### src/sfa_pkg.sv
// Purpose: shared constants for the frame aligner core
// Assumes: one 10 MHz clock, bit rates carried as enable pulses
// Notes: register offsets are byte addresses on the Avalon-MM slave
package sfa_pkg;
  // bus geometry
  localparam int ADDR_W = 4;
  localparam int DATA_W = 32;
  // register offsets
  localparam logic [3:0] CTRL_OFFSET = 4'h0;
  localparam logic [3:0] STATUS_OFFSET = 4'h4;
  localparam logic [3:0] FRAME_COUNT_OFFSET = 4'h8;
  // control field positions
  localparam int CTRL_BUS_WIDTH_BIT = 0;
  localparam int CTRL_RATE_BIT = 1;
  localparam int CTRL_DIAG_LB_N_BIT = 2;
  localparam int CTRL_LINE_LB_N_BIT = 3;
  localparam int CTRL_REF_SEL_LSB = 4;
  // control reset value: 8-bit bus, fast rate, loopbacks off, 19.44 MHz ref
  localparam logic [5:0] CTRL_RESET = 6'h0f;
  // status field positions
  localparam int STAT_ARMED_BIT = 0;
  localparam int STAT_LOCK_BIT = 1;
  localparam int STAT_TX_INIT_BIT = 2;
  localparam int STAT_FOUND_BIT = 3;
  // framing bytes and pattern length
  localparam logic [7:0] FRAME_A1 = 8'hf6;
  localparam logic [7:0] FRAME_A2 = 8'h28;
  localparam int PATTERN_BITS = 48;
  // clock rate and bit rate divider
  localparam int CLOCK_PERIOD_NS = 100;
  localparam logic [1:0] SLOW_RATE_DIV = 2'h3; // 155.52 is a quarter of 622.08
  // reference select encodings
  localparam logic [1:0] REF_19M44 = 2'h0;
  localparam logic [1:0] REF_38M88 = 2'h1;
  localparam logic [1:0] REF_51M84 = 2'h2;
  localparam logic [1:0] REF_77M76 = 2'h3;
endpackage

### src/sfa_core.sv
// Purpose: frame aligner, deserializer and serializer core
// Assumes: serial clocks arrive as one-cycle bit enables on i_clock
// Notes: the falling edge of the parallel clock is the cycle it goes low
// Contract
// rising out-of-frame arms the search
// disarm once pattern found and input low
// armed search realigns the byte boundary
// disarmed: boundary frozen, aligned patterns only
// 48-bit match gives one-cycle frame pulse
// data and pulse change on falling edge
// deserializer delay 12 to 20 bits
// parallel clock never stretched on realign
// first received bit lands on bit 7
// transmit bit 7 first, nibble uses 7:4
// transmit word captured on parallel clock rise
// one transmit clock rise initialises datapath
// pass data only if one detect high
// width select sets both buses
// diagnostic loopback feeds transmitter to receiver
// line loopback feeds receiver to transmitter
// rate select picks slow or fast bits
// byte clock is bit clock over width
// byte clock static during master reset
// lock output follows synthesizer lock
// out-of-frame held one parallel period
// test inputs held low in service
// pattern is three A1 then three A2
// third A2 byte is first aligned byte
// reference select picks four frequencies
// A1 is f6, A2 is 28
// out-of-frame passes a two-stage synchroniser
//
// Decided for this implementation: the address map and the Avalon-MM register port.
`timescale 1ns/1ns
`default_nettype none
module sfa_core (
  // clock and master reset
  input wire logic i_clock,
  input wire logic i_reset,
  // avalon-mm slave
  input wire logic [sfa_pkg::ADDR_W-1:0] i_avs_address,
  input wire logic i_avs_read,
  input wire logic i_avs_write,
  input wire logic [sfa_pkg::DATA_W-1:0] i_avs_writedata,
  output logic [sfa_pkg::DATA_W-1:0] o_avs_readdata,
  output logic o_avs_waitrequest,
  // receive line side
  input wire logic i_rx_serial_data,
  input wire logic i_rx_serial_clock,
  input wire logic i_signal_detect_diff_in,
  input wire logic i_signal_detect_logic_in,
  input wire logic i_out_of_frame_in,
  // receive parallel side
  output logic [7:0] o_rx_parallel_data,
  output logic o_rx_parallel_clock,
  output logic o_frame_pulse_out,
  // transmit parallel side
  input wire logic [7:0] i_tx_parallel_data,
  input wire logic i_tx_parallel_clock,
  // transmit line side
  output logic o_tx_serial_data,
  output logic o_tx_serial_clock,
  // synthesizer
  input wire logic i_synth_locked,
  output logic [1:0] o_ref_freq_sel,
  output logic o_pll_lock_indicator,
  output logic o_byte_rate_clock_out
);
  localparam logic [47:0] PATTERN = {{3{sfa_pkg::FRAME_A1}}, {3{sfa_pkg::FRAME_A2}}};

  logic [5:0] ctrl;
  logic bus_width_sel;
  logic rate_sel;
  logic diag_loopback_n;
  logic line_loopback_n;
  logic ack;
  logic [sfa_pkg::DATA_W-1:0] status_word;
  logic [15:0] frame_count;
  logic [1:0] rate_cnt;
  logic tx_bit_en;
  logic [2:0] tx_bit_cnt;
  logic [2:0] width_last;
  logic tx_load;
  logic tx_pclk_prev;
  logic [7:0] tx_hold;
  logic tx_init;
  logic [7:0] tx_shift;
  logic tx_bit;
  logic byte_clk;
  logic rx_bit_en;
  logic rx_raw;
  logic rx_bit;
  logic oof_meta;
  logic oof_sync;
  logic oof_prev;
  logic oof_rise;
  logic armed;
  logic found;
  logic [47:0] rx_shift;
  logic [47:0] next_rx_shift;
  logic [2:0] rx_bit_cnt;
  logic pattern_hit;
  logic byte_done;
  logic realign;
  logic [7:0] rx_byte;
  logic [7:0] rx_hold;
  logic hold_fp;
  logic [2:0] pclk_cnt;
  logic pclk_fall;

  assign bus_width_sel = ctrl[sfa_pkg::CTRL_BUS_WIDTH_BIT];
  assign rate_sel = ctrl[sfa_pkg::CTRL_RATE_BIT];
  assign diag_loopback_n = ctrl[sfa_pkg::CTRL_DIAG_LB_N_BIT];
  assign line_loopback_n = ctrl[sfa_pkg::CTRL_LINE_LB_N_BIT];
  // reference select drives synthesizer
  assign o_ref_freq_sel = ctrl[sfa_pkg::CTRL_REF_SEL_LSB +: 2];

  // avalon slave: one wait state, answer on the second edge
  assign o_avs_waitrequest = (i_avs_read | i_avs_write) & ~ack;
  always_ff @(posedge i_clock) begin
    if (i_reset | ack) begin
      ack <= 1'b0;
    end else begin
      ack <= i_avs_read | i_avs_write;
    end
  end

  // control register write, applied at the accepting edge
  always_ff @(posedge i_clock) begin
    if (i_reset) begin
      ctrl <= sfa_pkg::CTRL_RESET;
    end else if (i_avs_write & ack & (i_avs_address == sfa_pkg::CTRL_OFFSET)) begin
      ctrl <= i_avs_writedata[5:0];
    end
  end

  // status word built from live block state
  always_comb begin
    status_word = '0;
    status_word[sfa_pkg::STAT_ARMED_BIT] = armed;
    status_word[sfa_pkg::STAT_LOCK_BIT] = o_pll_lock_indicator;
    status_word[sfa_pkg::STAT_TX_INIT_BIT] = tx_init;
    status_word[sfa_pkg::STAT_FOUND_BIT] = found;
  end

  // read data is loaded one edge ahead so it stands at the answer edge
  always_ff @(posedge i_clock) begin
    if (i_reset) begin
      o_avs_readdata <= '0;
    end else if (i_avs_read & ~ack) begin
      unique case (i_avs_address)
        sfa_pkg::CTRL_OFFSET: o_avs_readdata <= {26'h0, ctrl};
        sfa_pkg::STATUS_OFFSET: o_avs_readdata <= status_word;
        sfa_pkg::FRAME_COUNT_OFFSET: o_avs_readdata <= {16'h0, frame_count};
        default: o_avs_readdata <= '0;
      endcase
    end
  end

  // bit enable: every cycle fast, one in four slow
  assign tx_bit_en = rate_sel | (rate_cnt == sfa_pkg::SLOW_RATE_DIV);
  always_ff @(posedge i_clock) begin
    if (i_reset) begin
      rate_cnt <= '0;
    end else begin
      rate_cnt <= rate_cnt + 2'h1;
    end
  end

  // width select sets the word length for both directions
  assign width_last = bus_width_sel ? 3'h7 : 3'h3;

  // transmit bit counter marks the internal byte clock
  assign tx_load = tx_bit_en & (tx_bit_cnt == width_last);
  always_ff @(posedge i_clock) begin
    if (i_reset) begin
      tx_bit_cnt <= '0;
    end else if (tx_load) begin
      tx_bit_cnt <= '0;
    end else if (tx_bit_en) begin
      tx_bit_cnt <= tx_bit_cnt + 3'h1;
    end
  end

  // byte clock is high for the first half of each word
  // held low while reset is asserted
  assign byte_clk = ~i_reset & (tx_bit_cnt <= {1'b0, width_last[2:1]});
  always_ff @(posedge i_clock) begin
    if (i_reset) begin
      o_byte_rate_clock_out <= 1'b0;
    end else begin
      o_byte_rate_clock_out <= byte_clk;
    end
  end

  // capture the transmit word on each parallel clock rise
  // first rise after reset marks the datapath ready
  always_ff @(posedge i_clock) begin
    if (i_reset) begin
      tx_pclk_prev <= 1'b0;
      tx_hold <= '0;
      tx_init <= 1'b0;
    end else begin
      tx_pclk_prev <= i_tx_parallel_clock;
      if (i_tx_parallel_clock & ~tx_pclk_prev) begin
        tx_hold <= i_tx_parallel_data;
        tx_init <= 1'b1;
      end
    end
  end

  // shift out msb first; a nibble uses bits 7:4 only
  always_ff @(posedge i_clock) begin
    if (i_reset) begin
      tx_shift <= '0;
    end else if (tx_load) begin
      tx_shift <= tx_init ? tx_hold : 8'h00;
    end else if (tx_bit_en) begin
      tx_shift <= {tx_shift[6:0], 1'b0};
    end
  end
  assign tx_bit = tx_shift[7];

  // line loopback sends the received line straight back
  always_ff @(posedge i_clock) begin
    if (i_reset) begin
      o_tx_serial_data <= 1'b0;
      o_tx_serial_clock <= 1'b0;
    end else if (!line_loopback_n) begin
      o_tx_serial_data <= i_rx_serial_data;
      o_tx_serial_clock <= i_rx_serial_clock;
    end else begin
      o_tx_serial_data <= tx_bit;
      o_tx_serial_clock <= tx_bit_en;
    end
  end

  // lock indicator follows the synthesizer lock
  always_ff @(posedge i_clock) begin
    if (i_reset) begin
      o_pll_lock_indicator <= 1'b0;
    end else begin
      o_pll_lock_indicator <= i_synth_locked;
    end
  end

  // diagnostic loopback takes transmitter bits and clock
  assign rx_bit_en = diag_loopback_n ? i_rx_serial_clock : tx_bit_en;
  assign rx_raw = diag_loopback_n ? i_rx_serial_data : tx_bit;
  // data passes only with exactly one detect high
  assign rx_bit = rx_raw & (i_signal_detect_diff_in ^ i_signal_detect_logic_in);

  // two-stage synchroniser, edge taken after stage two
  always_ff @(posedge i_clock) begin
    if (i_reset) begin
      oof_meta <= 1'b0;
      oof_sync <= 1'b0;
      oof_prev <= 1'b0;
    end else begin
      oof_meta <= i_out_of_frame_in;
      oof_sync <= oof_meta;
      oof_prev <= oof_sync;
    end
  end
  assign oof_rise = oof_sync & ~oof_prev;

  // compare the last 48 bits with the framing pattern
  assign next_rx_shift = {rx_shift[46:0], rx_bit};
  assign pattern_hit = rx_bit_en & (next_rx_shift == PATTERN);
  assign byte_done = rx_bit_en & (rx_bit_cnt == width_last);
  // armed: a hit anywhere moves the boundary
  // disarmed: only a hit on the frozen boundary counts
  assign realign = pattern_hit & (armed | byte_done);

  always_ff @(posedge i_clock) begin
    if (i_reset) begin
      rx_shift <= '0;
    end else if (rx_bit_en) begin
      rx_shift <= next_rx_shift;
    end
  end

  // boundary counter restarts after the last bit of the third A2
  always_ff @(posedge i_clock) begin
    if (i_reset) begin
      rx_bit_cnt <= '0;
    end else if (realign | byte_done) begin
      rx_bit_cnt <= '0;
    end else if (rx_bit_en) begin
      rx_bit_cnt <= rx_bit_cnt + 3'h1;
    end
  end

  // rise arms; disarm after a hit and input low
  always_ff @(posedge i_clock) begin
    if (i_reset) begin
      armed <= 1'b0;
      found <= 1'b0;
    end else if (oof_rise) begin
      armed <= 1'b1;
      found <= 1'b0;
    end else begin
      if (armed & realign) begin
        found <= 1'b1;
      end
      if (armed & ~oof_sync & (found | realign)) begin
        armed <= 1'b0;
      end
    end
  end

  // first bit received sits on bit 7
  assign rx_byte = bus_width_sel ? next_rx_shift[7:0] : {next_rx_shift[3:0], 4'h0};

  // the third A2 is the first aligned word, tagged with the pulse
  always_ff @(posedge i_clock) begin
    if (i_reset) begin
      rx_hold <= '0;
      hold_fp <= 1'b0;
    end else begin
      if (realign | byte_done) begin
        rx_hold <= rx_byte;
      end
      if (realign) begin
        hold_fp <= 1'b1;
      end else if (pclk_fall) begin
        hold_fp <= 1'b0;
      end
    end
  end

  // parallel clock counts received bits and ignores realignment
  assign pclk_fall = rx_bit_en & (pclk_cnt == {1'b0, width_last[2:1]});
  always_ff @(posedge i_clock) begin
    if (i_reset) begin
      pclk_cnt <= '0;
    end else if (rx_bit_en) begin
      pclk_cnt <= (pclk_cnt == width_last) ? 3'h0 : pclk_cnt + 3'h1;
    end
  end
  always_ff @(posedge i_clock) begin
    if (i_reset) begin
      o_rx_parallel_clock <= 1'b1;
    end else if (rx_bit_en) begin
      o_rx_parallel_clock <= (pclk_cnt == width_last) | (pclk_cnt < {1'b0, width_last[2:1]});
    end
  end

  // outputs change only as the parallel clock falls
  // pulse stands exactly one parallel clock period
  always_ff @(posedge i_clock) begin
    if (i_reset) begin
      o_rx_parallel_data <= '0;
      o_frame_pulse_out <= 1'b0;
    end else if (pclk_fall) begin
      o_rx_parallel_data <= rx_hold;
      o_frame_pulse_out <= hold_fp;
    end
  end

  // frame pulses seen, for software
  always_ff @(posedge i_clock) begin
    if (i_reset) begin
      frame_count <= '0;
    end else if (realign) begin
      frame_count <= frame_count + 16'h1;
    end
  end
endmodule
`default_nettype wire

### config.mk
export PLATFORM = sky130hd
export DESIGN_NAME = sfa_core
export DESIGN_NICKNAME = d
export VERILOG_FILES = /design/src/sfa_pkg.sv /design/src/sfa_core.sv
export SDC_FILE = /design/constraint.sdc
export NUM_CORES = 1
export LEC_CHECK = 0
export ABC_AREA = 1
export BUFFER_PORTS_ARGS = -buffer_cell sky130_fd_sc_hd__buf_4
export CAP_MARGIN = 20
export CORE_MARGIN = 10
export CORE_UTILIZATION = 55
export CTS_BUF_LIST = sky130_fd_sc_hd__clkbuf_4 sky130_fd_sc_hd__clkbuf_8 sky130_fd_sc_hd__clkbuf_16
export CTS_CLUSTER_SIZE = 25
export DETAILED_ROUTE_END_ITERATION = 12
export PLACE_DENSITY_LB_ADDON = 0.25
export SLEW_MARGIN = 20
export SYNTH_ARGS = -nofsm -noshare
export SYNTH_HDL_FRONTEND = slang
export SYNTH_SLANG_ARGS = --single-unit
### constraint.sdc
create_clock -name i_clock -period 1.9 [get_ports i_clock]
set_input_delay 0.095 -clock i_clock [delete_from_list [all_inputs] [get_ports i_clock]]
set_output_delay 0.095 -clock i_clock [all_outputs]
set_load 0.1 [all_outputs]
# Word level (Yosys, flattened, before mapping)
# Cells that the tools add are included.
# word_totals
output_inout_bits,49
reg_bits,159
wordCells,93
# classes
reduce_logical,7
mux,15
n_lt_le_gt_ge,2
n_bitwise,29
eq_ne,8
addsub,5
# op_table
op,n
$eq A48 B48 Y1 const B,1
$pmux W16 S3,1
$mux W8,4
$add A16 B1 Y16 const B,1
$and A1 B1 Y1,16
$add A3 B1 Y3 const B,3
$eq A3 B3 Y1,3
$mux W1,8
$or A1 B1 Y1,7
$mux W3,2
$reduce_bool A2 Y1,3
$reduce_or A2 Y1,3
$not A1 Y1,5
$eq A4 B3 Y1 const B,1
$eq A4 B4 Y1 const B,1
$logic_not A4 Y1,1
$eq A3 B2 Y1,1
$le A3 B2 Y1,1
$lt A3 B2 Y1,1
$add A2 B1 Y2 const B,1
$eq A2 B2 Y1 const B,1
$xor A1 B1 Y1,1

# Logic depth before layout (Yosys ltp)
# Gate-level depths: netlist (run 1).
# logic_depth
depth_word,10
mapped_depth,12

# Worst setup path before layout (run 1)
# OpenSTA, ideal clock, no wires.
# synth_path
kind,register to output
from,register ack
to,output port o_avs_waitrequest
setup_slack_ns,0.223
path_stages_with_launch,2
required_time_ns,1.805
arrival_ns,1.582
path_cell_list,dfxtp_1 nor2_1
# synth_between
elab_chain_cells,2
# synth_rtl
item,line_no,text
from (decl),sfa_core.sv:76,logic ack;
from (signal assigned),sfa_core.sv:124,ack <= i_avs_read | i_avs_write;
$not A1 Y1,sfa_core.sv:119,assign o_avs_waitrequest = (i_avs_read | i_avs_write) & ~ack;
$and A1 B1 Y1,sfa_core.sv:119,
to (decl),sfa_core.sv:46,"output logic o_avs_waitrequest,"
# Every way passes these cells.

# Worst setup path in the final report (run 1)
# layout_path
from,register rate_cnt[0]
to,register frame_count[13]
# layout_between
elab_chain_cells,6
word_cells_on_any_way,7
classes_between,eq/ne (1); mux (1); bitwise (5)
# layout_rtl
item,line_no,text
from (decl),sfa_core.sv:79,logic [1:0] rate_cnt;
from (signal assigned),sfa_core.sv:166,rate_cnt <= rate_cnt + 2'h1;
$eq A2 B2 Y1 (*),sfa_core.sv:161,assign tx_bit_en = rate_sel | (rate_cnt == sfa_pkg::SLOW_RATE_DIV);
$or A1 B1 Y1 (*),sfa_core.sv:161,
$mux W1 (*),sfa_core.sv:248,assign rx_bit_en = diag_loopback_n ? i_rx_serial_clock : tx_bit_en;
$and A1 B1 Y1,sfa_core.sv:270,assign byte_done = rx_bit_en & (rx_bit_cnt == width_last);
$or A1 B1 Y1,sfa_core.sv:273,assign realign = pattern_hit & (armed | byte_done);
$and A1 B1 Y1 (*),sfa_core.sv:273,
to (signal assigned),sfa_core.sv:366,frame_count <= frame_count + 16'h1;
to (decl),sfa_core.sv:78,logic [15:0] frame_count;
# Every way passes the cells marked *; elsewhere a longest branch is shown, timed or not.
# A chain may end at the register's enable or synchronous reset.

==> summary.md, run 1 <==
| Metric | Value |
|---|---|
| Status | finished clean |
| H-tree depth reported by CTS | 4 |
| FF-to-FF path depth | 13 |
| Static leakage | 3.250 nW |
| Total number of vias | 5761 |
| Ys flop type | dfxtp_1 |
| Grt total ovfl | 0 |
| Nets | 1042 |
| Crit path max fanout | 10 |
| Worst Setup End Kind | flip-flop |
| Routed WL per cell | 13.03 um |
| Hold/Removal Path Class | in2reg |
| Crit path max-delay cell type | dfxtp_1 |
| Fin area | 7806 um2 |
| Initial antenna violation count | 0 |
| CTS tree | yes |
| Cells after synthesis | 894 |
| DRC | 0 |
| PD cells | 947.2 nW/um2 |
| Yosys cell types | 35 |
| Origin of the critical flop-to-flop path | rate_cnt[0]$_SDFF_PP0_ |
| Placer Congestion | 0.8450 |
| Iter 0 DRT Violations | 435 |
| CTS sink cnt | 143 |
| CP Class | reg2reg |
| Area growth from synthesis to layout | 23.11% |
| R2r endpoint | frame_count[13]$_SDFFE_PP0P_ |
| Hold Vio Cnt, Final | 0 |
| Final Max Slew Viols | 0 |
| Die ar. | 16220 um2 |
| Final setup fails | 0 |
| Number of global-route vias before repair | 5141 |
| Number of antenna diodes | 0 |
| Hold Path Cell Cnt | 2 |
| CTS Buffer Depth | 2 |
| Total iterations of the first detailed-routing run | 5 |
| Area post-placement | 6937 um2 |
| Hold_ws | 19.01 ps |
| Vert. Die Dim | 127.4 um |
| Final ANT Viol Nets | 0 |
| Fillcell total | 958 |
| Worst Path Required | 2210 ps |
| Largest net degree at the start of global routing | 97 |
| Final HPWL from detailed placement | 9437 um |
| Sequential share of the synthesized area | 45.15% |
| Reg2reg setup slack | 140 ps |
| Core area | 11370 um2 |
| Final worst-path cycle share | 92.41% |
| Die width | 127.4 um |
| GR Util All Layers | 17.81% |
| CP Launch Type | flip-flop |
| Clock Latency Late Sink | 420 ps |
| TNS Setup | 0 ps |
| Register area | 2863 um2 |
| Critical Path AT | 2070 ps |
| Hold endpoint | rate_cnt[1]$_SDFF_PP0_ |
| EDFF count, synth | 0 |
| Yosys warns | 0 |
| Fraction of layout cells with a size suffix above 1 | 14.11% |
| Port-buffer cells | 61 |
| Starting Density | 55.77% |
| Most used cell, CP | nand2_1 |
| RSZ-0062 raised after global routing | false |
| Routed wire length | 14790 um |
| Critical path, cell by cell | ha_1 -> inv_1 -> nand2_2 -> nand2_1 -> nand2_4 -> nand2_1 -> inv_1 -> nand2_1 -> nor2_2 -> buf_12 -> nand4_1 -> nand2_1 -> nor2_1 |
| Clk pin slew, worst setup/hold paths | 60 ps |
| VDD IR max | 0.0007826 V |
| Max Cap Viol | 0 |
| Slowest Stage Delay on Critical Path | 340 ps |
| Max frequency | 0.5695 GHz |
| Async set-reset flop share out of synthesis | 0% |
| # IOs | 104 |
| Hold path startpoint | i_reset |
| Flops & latches, synth | 143 |
| Syn_area_per_cell | 7.093 um2 |
| Number of CTS-inserted buffers | 17 |
| Layout Skew | 8.790 ps |
| Via/cell ratio | 5.076 |
| Final min period | 1756 ps |
| Synthesized cell area | 6341 um2 |
| Multi-input logic area | 2869 um2 |
| Row cnt | 39 |
| Root Buffer | clkbuf_16 |
| First-pass GRT wire length | 24260 um |
[cells in the mapped netlist (all sizes together) (3+ instances only)]
master	n	share of area, %
nand2	185	11
nor2	148	9.3
dfxtp	143	45
inv	111	6.6
a21oi	85	6.7
o21ai	77	6.1
clkbuf	29	1.7
buf	24	2.7
a211oi	18	2.1
nand3	18	1.9
nand4	17	1.7
ha	7	1.4
o22ai	7	0.69
nor3	5	0.39
o31ai	4	0.47
nand3b	3	0.36
o221ai	3	0.41
or2	3	0.30
[routing by layer]
layer	global-route usage, %	routed length, um
met1	22.88	6866
met2	26.87	6773
met3	6.369	984
met5	0	0
met4	6.631	165
[registers in the layout (all words and copies together), names as in the netlist, 2 cells and up]
register            cells
frame_count            16
tx_hold                 8
rate_cnt                2
o_rx_parallel_data      8
rx_hold                 8
rx_bit_cnt              3
o_avs_readdata         16
tx_bit_cnt              3
pclk_cnt                3
rx_shift               47
ctrl                    6
tx_shift                8
[layout make-up]
cell class,count,share of cell area [%]
multi-input cells,602,36.75
flip-flops and latches,143,36.67
repair buffers,104,11.38
clock buffers,25,6.459
inverters,112,5.385
well taps,143,2.292
clock inverters,6,1.058
[where the power goes]
| group | leakage, nW | internal, mW | switching [mW] | total (mW) |
|---|---|---|---|---|
| clock | 0.294 | 2.09 | 1.18 | 3.28 |
| sequential | 1.17 | 3.13 | 0.0840 | 3.22 |
| combinational | 1.79 | 0.252 | 0.648 | 0.901 |
| total | 3.25 | 5.48 | 1.92 | 7.39 |
[worst max path at each step]
stage	startpoint	end	slack [ps]	depth (start not counted)
CTS	rate_cnt[0]$_SDFF_PP0_	rx_hold[6]$_SDFFE_PP0P_	110	12
finish	rate_cnt[0]$_SDFF_PP0_	frame_count[13]$_SDFFE_PP0P_	140	13
detailed placement	rate_cnt[0]$_SDFF_PP0_	rx_hold[0]$_SDFFE_PP0P_	140	12
floorplan	ack$_SDFF_PP0_	o_avs_waitrequest	220	1
global route	rate_cnt[0]$_SDFF_PP0_	frame_count[10]$_SDFFE_PP0P_	0.4	13
global placement	rate_cnt[0]$_SDFF_PP0_	o_rx_parallel_data[3]$_SDFFE_PP0P_	170	10
[layout by cell type, fill, tap and decap left out, types with 3 or more instances in the layout]
master	Yosys	layout
a211oi_1	18	18
nand2_4	2	3
inv_2	3	4
clkbuf_16	0	18
o22ai_1	7	7
nand4_1	17	17
nand3_1	15	15
buf_4	18	79
nand3b_1	3	3
o221ai_1	3	3
conb_1	1	16
nor3_1	5	5
clkbuf_8	0	3
a21oi_1	85	85
inv_1	108	107
o31ai_1	4	4
clkbuf_4	0	5
o21ai_0	76	76
dlygate4sd3_1	0	21
nand2_1	181	180
dfxtp_1	143	143
ha_1	7	7
clkinv_2	0	3
nor2_2	7	7
buf_12	0	3
nand3_4	2	4
or2_2	3	3
nor2_1	139	139
[worst max-delay path, delay by kind of cell (launching register included)]
family | cells | cell delay, ps
and+or+nand+nor | 9 | 820
DFF | 1 | 340
adders and majority gates | 1 | 150
buffers and inverters | 3 | 330
[cell families after synthesis]
group                    share of synthesized area (%)
flip-flops                                       45.15
buffers and inverters                            11.01
AO/OA/AOI/OAI                                    16.85
other                                          0.05914
AND/OR/NAND/NOR                                  25.16
adder cells (fa/ha/maj)                          1.381
XOR/XNOR                                        0.3947
[metrics by stage]
stage | utilization (%) | std cells | setup WS [ps] | power [mW]
finish | 68.66 | 1135 | 144.1 | 7.394
detailed placement | 61.01 | 1079 | 141.0 | 4.121
floorplan | - | 909 | 223.5 | 3.949
CTS | 68.02 | 1131 | 107.1 | 7.420
global route | 68.66 | 1135 | 0.4352 | 7.654
global placement | 61.01 | 1079 | 168.7 | 4.108
[repair_timing]
action | 4_1_cts | 5_1_grt
hold endpoints to repair | 20 | 0
setup endpoints to repair | 0 | 19
hold buffers | 21 | 0
gates resized for setup | 0 | 4
buffers inserted | 0 | 2
Note: power is estimated with default switching activity, not from simulation.
==> inputs of run 2 (changes only) <==
==> constraint.sdc (replaced) <==
create_clock -name i_clock -period 1.9 [get_ports i_clock]
set_input_delay 0.285 -clock i_clock [delete_from_list [all_inputs] [get_ports i_clock]]
set_output_delay 0.285 -clock i_clock [all_outputs]
set_load 0.1 [all_outputs]
==> summary.md, run 2 (synthesized netlist as in run 1, its figures left out) <==
| Metric | Value |
|---|---|
| Die width | 127.4 um (unchanged) |
| Origin of the critical flop-to-flop path | rate_cnt[0]$_SDFF_PP0_ |
| Largest register by flop count | rx_shift |
| Buffers and inverters on the worst path | 2 (-1) |
| Final worst-path cycle share | 92.71% (+0.30 points) |
| Crit path from | rate_cnt[0]$_SDFF_PP0_ |
| PD cells | 999.4 nW/um2 (+5.5%) |
| First-pass GRT wire length | 23920 um (-1.4%) |
| Hold Vio Cnt, Final | 0 (unchanged) |
| Critical path, cell by cell | ha_1 -> inv_1 -> nand2_2 -> nand2_1 -> nand2_4 -> nand2_1 -> nor2_4 -> nand3_2 -> buf_4 -> nand3b_1 -> nand2_1 -> nor2_1 |
| Most used cell, CP | nand2_1 |
| CTS sink cnt | 143 (unchanged) |
| Routed WL per cell | 12.72 um (-2.4%) |
| Clock Latency Late Sink | 430 ps (about the same) |
| Final setup fails | 0 (unchanged) |
| Number of global-route vias before repair | 5270 (+2.5%) |
| Final std cells w/o fill | 1116 (-1.7%) |
| Fin worst setup slack | 138.4 ps (-5.689 ps) |
| Row cnt | 39 (unchanged) |
| CTS hold repair buffers | 0 (-100%) |
| Fillcell total | 964 (+0.63%) |
| Post-place setup slack | 81.48 ps (-59.57 ps) |
| Clk pin slew, worst setup/hold paths | 60 ps (about the same) |
| Max frequency | 0.5677 GHz (-0.32%) |
| Core area | 11370 um2 (unchanged) |
| Critical path endpoint | rx_hold[2]$_SDFFE_PP0P_ |
| Largest net degree at the start of global routing | 61 (-37%) |
| CP Launch Type | flip-flop |
| Slowest Stage Delay on Critical Path | 340 ps (about the same) |
| CP Class | reg2reg |
| Max reg flops | 47 (unchanged) |
| Total iterations of the first detailed-routing run | 4 (-1) |
| Placer Congestion | 0.8506 (+0.66%) |
| Levels on crit path | 12 (-1) |
| Most common cell after layout, fill and taps aside | nand2_1 |
| GR Util All Layers | 17.60% (-0.21 points) |
| CTS Buffer Depth | 2 (unchanged) |
| Die ar. | 16220 um2 (unchanged) |
| Number of antenna diodes | 0 (unchanged) |
| Initial antenna violation count | 0 (unchanged) |
| CTS tree | yes |
| Final HPWL from detailed placement | 9606 um (+1.8%) |
| TNS Setup | 0 ps (unchanged) |
| Reg2reg setup slack | 140 ps (about the same) |
| Hold/Removal Path Class | in2reg |
| Area growth from synthesis to layout | 20.56% |
| Worst Path Required | 2260 ps (+50 ps) |
| Registers with the most flip-flops | rx_shift: 47 flops, frame_count: 16 flops, o_avs_readdata: 16 flops |
| Multi-input logic area | 2849 um2 (-0.70%) |
| Crit path max fanout | 8 (-2) |
| # IOs | 104 (unchanged) |
| Most frequent cells in the layout | 180 x nand2_1, 143 x dfxtp_1, 139 x nor2_1 |
| Critical path's top delay family | simple AND/OR/NAND/NOR gates |
| Post-placement cell count | 1080 (+0.093%) |
| H-tree depth reported by CTS | 4 (unchanged) |
| Root Buffer | clkbuf_16 |
| Register area | 2863 um2 (unchanged) |
| Fraction of layout cells with a size suffix above 1 | 14.70% (+0.58 points) |
| VDD IR max | 0.0008220 V (+5.0%) |
| Final ANT Viol Nets | 0 (unchanged) |
| Worst Setup End Kind | flip-flop |
| Total number of vias | 5619 (-2.5%) |
| FF-to-FF path depth | 12 (-1) |
| Nets | 1022 (-1.9%) |
| R2r endpoint | rx_hold[2]$_SDFFE_PP0P_ |
| Port-buffer cells | 61 (unchanged) |
| Iter 0 DRT Violations | 425 (-2.3%) |
| Grt total ovfl | 0 (unchanged) |
| Max Cap Viol | 0 (unchanged) |
| Critical Path AT | 2120 ps (+50 ps) |
| Vert. Die Dim | 127.4 um (unchanged) |
| Routed wire length | 14190 um (-4.0%) |
| Via/cell ratio | 5.035 (-0.80%) |
| Number of CTS-inserted buffers | 17 (unchanged) |
| RSZ-0062 raised after global routing | false |
| Static leakage | 3.186 nW (-2.0%) |
| Crit path max-delay cell type | dfxtp_1 |
| Layout Skew | 7.475 ps (-1.315 ps) |
| Starting Density | 55.77% (unchanged) |
| DRC | 0 (unchanged) |
| Final min period | 1762 ps (+5.689 ps) |
| Status | finished clean |
| Final Max Slew Viols | 0 (unchanged) |
[run 2: cell count changes in the layout (fill, tap and decap cells not counted), moves of 2 or more]
| cell | previous run | this run |
|---|---|---|
| nand3_4 | 4 | 2 |
| bufinv_16 | 2 | 4 |
| dlygate4sd3_1 | 21 | 0 |
| buf_4 | 79 | 81 |
| clkbuf_4 | 5 | 1 |
| clkinvlp_4 | 1 | 3 |
[run 2: final cells by class]
cell class,instances,share of cell area [%]
clock buffer,22,6.383
sequential,143,37.45
clock inverter,10,2.062
inverter,112,5.499
timing repair buffer,85,9.002
tap,143,2.340
multi-input combinational,601,37.27
[run 2: per-layer routing]
metal  GRT usage (%)  wire length (um)  up-vias
met5               0                 0        -
met4           5.626               162        0
met3           7.031              1051       15
met2           27.65              6377      139
met1           21.58              6602     2495
li1                -                 -     2970
[run 2: timing repair]
action | 4_1_cts | 5_1_grt
endpoints found under the setup margin | 0 | 23
resized for setup | 0 | 4
hold endpoints to repair | 0 | 0
setup buffers | 0 | 4
[run 2: how the worst min path moves through the flow]
stage,to,cells after the start,from,slack [ps]
6_report,oof_meta$_SDFF_PP0_,3,i_out_of_frame_in,50
5_1_grt,oof_meta$_SDFF_PP0_,3,i_out_of_frame_in,70
4_1_cts,oof_meta$_SDFF_PP0_,3,i_out_of_frame_in,50
3_5_place_dp,oof_sync$_SDFF_PP0_,2,oof_meta$_SDFF_PP0_,400
3_3_place_gp,oof_sync$_SDFF_PP0_,2,oof_meta$_SDFF_PP0_,400
2_1_floorplan,oof_sync$_SDFF_PP0_,2,oof_meta$_SDFF_PP0_,390
[run 2: metrics by stage]
step	total power [mW]	utilization, %	instance area [um2]	hold slack (ps)
floorplan	3.949	-	6397	388.3
global placement	4.109	61.08	6944	396.4
detailed placement	4.122	61.08	6944	395.2
CTS	7.684	66.75	7590	47.17
global route	7.916	67.24	7645	65.74
finish	7.640	67.24	7645	54.37
[run 2: worst reg2reg max path, stage by stage, from the launching register on]
cell,delay (ps)
dfxtp_1,340
ha_1,160
inv_1,50
nand2_2,70
nand2_1,80
nand2_4,90
nand2_1,110
nor2_4,170
nand3_2,200
buf_4,200
nand3b_1,70
nand2_1,50
nor2_1,90
[run 2: power by group]
part,switching [mW],internal (mW)
Sequential,0.0837,3.13
Combinational,0.634,0.218
Clock,1.23,2.34
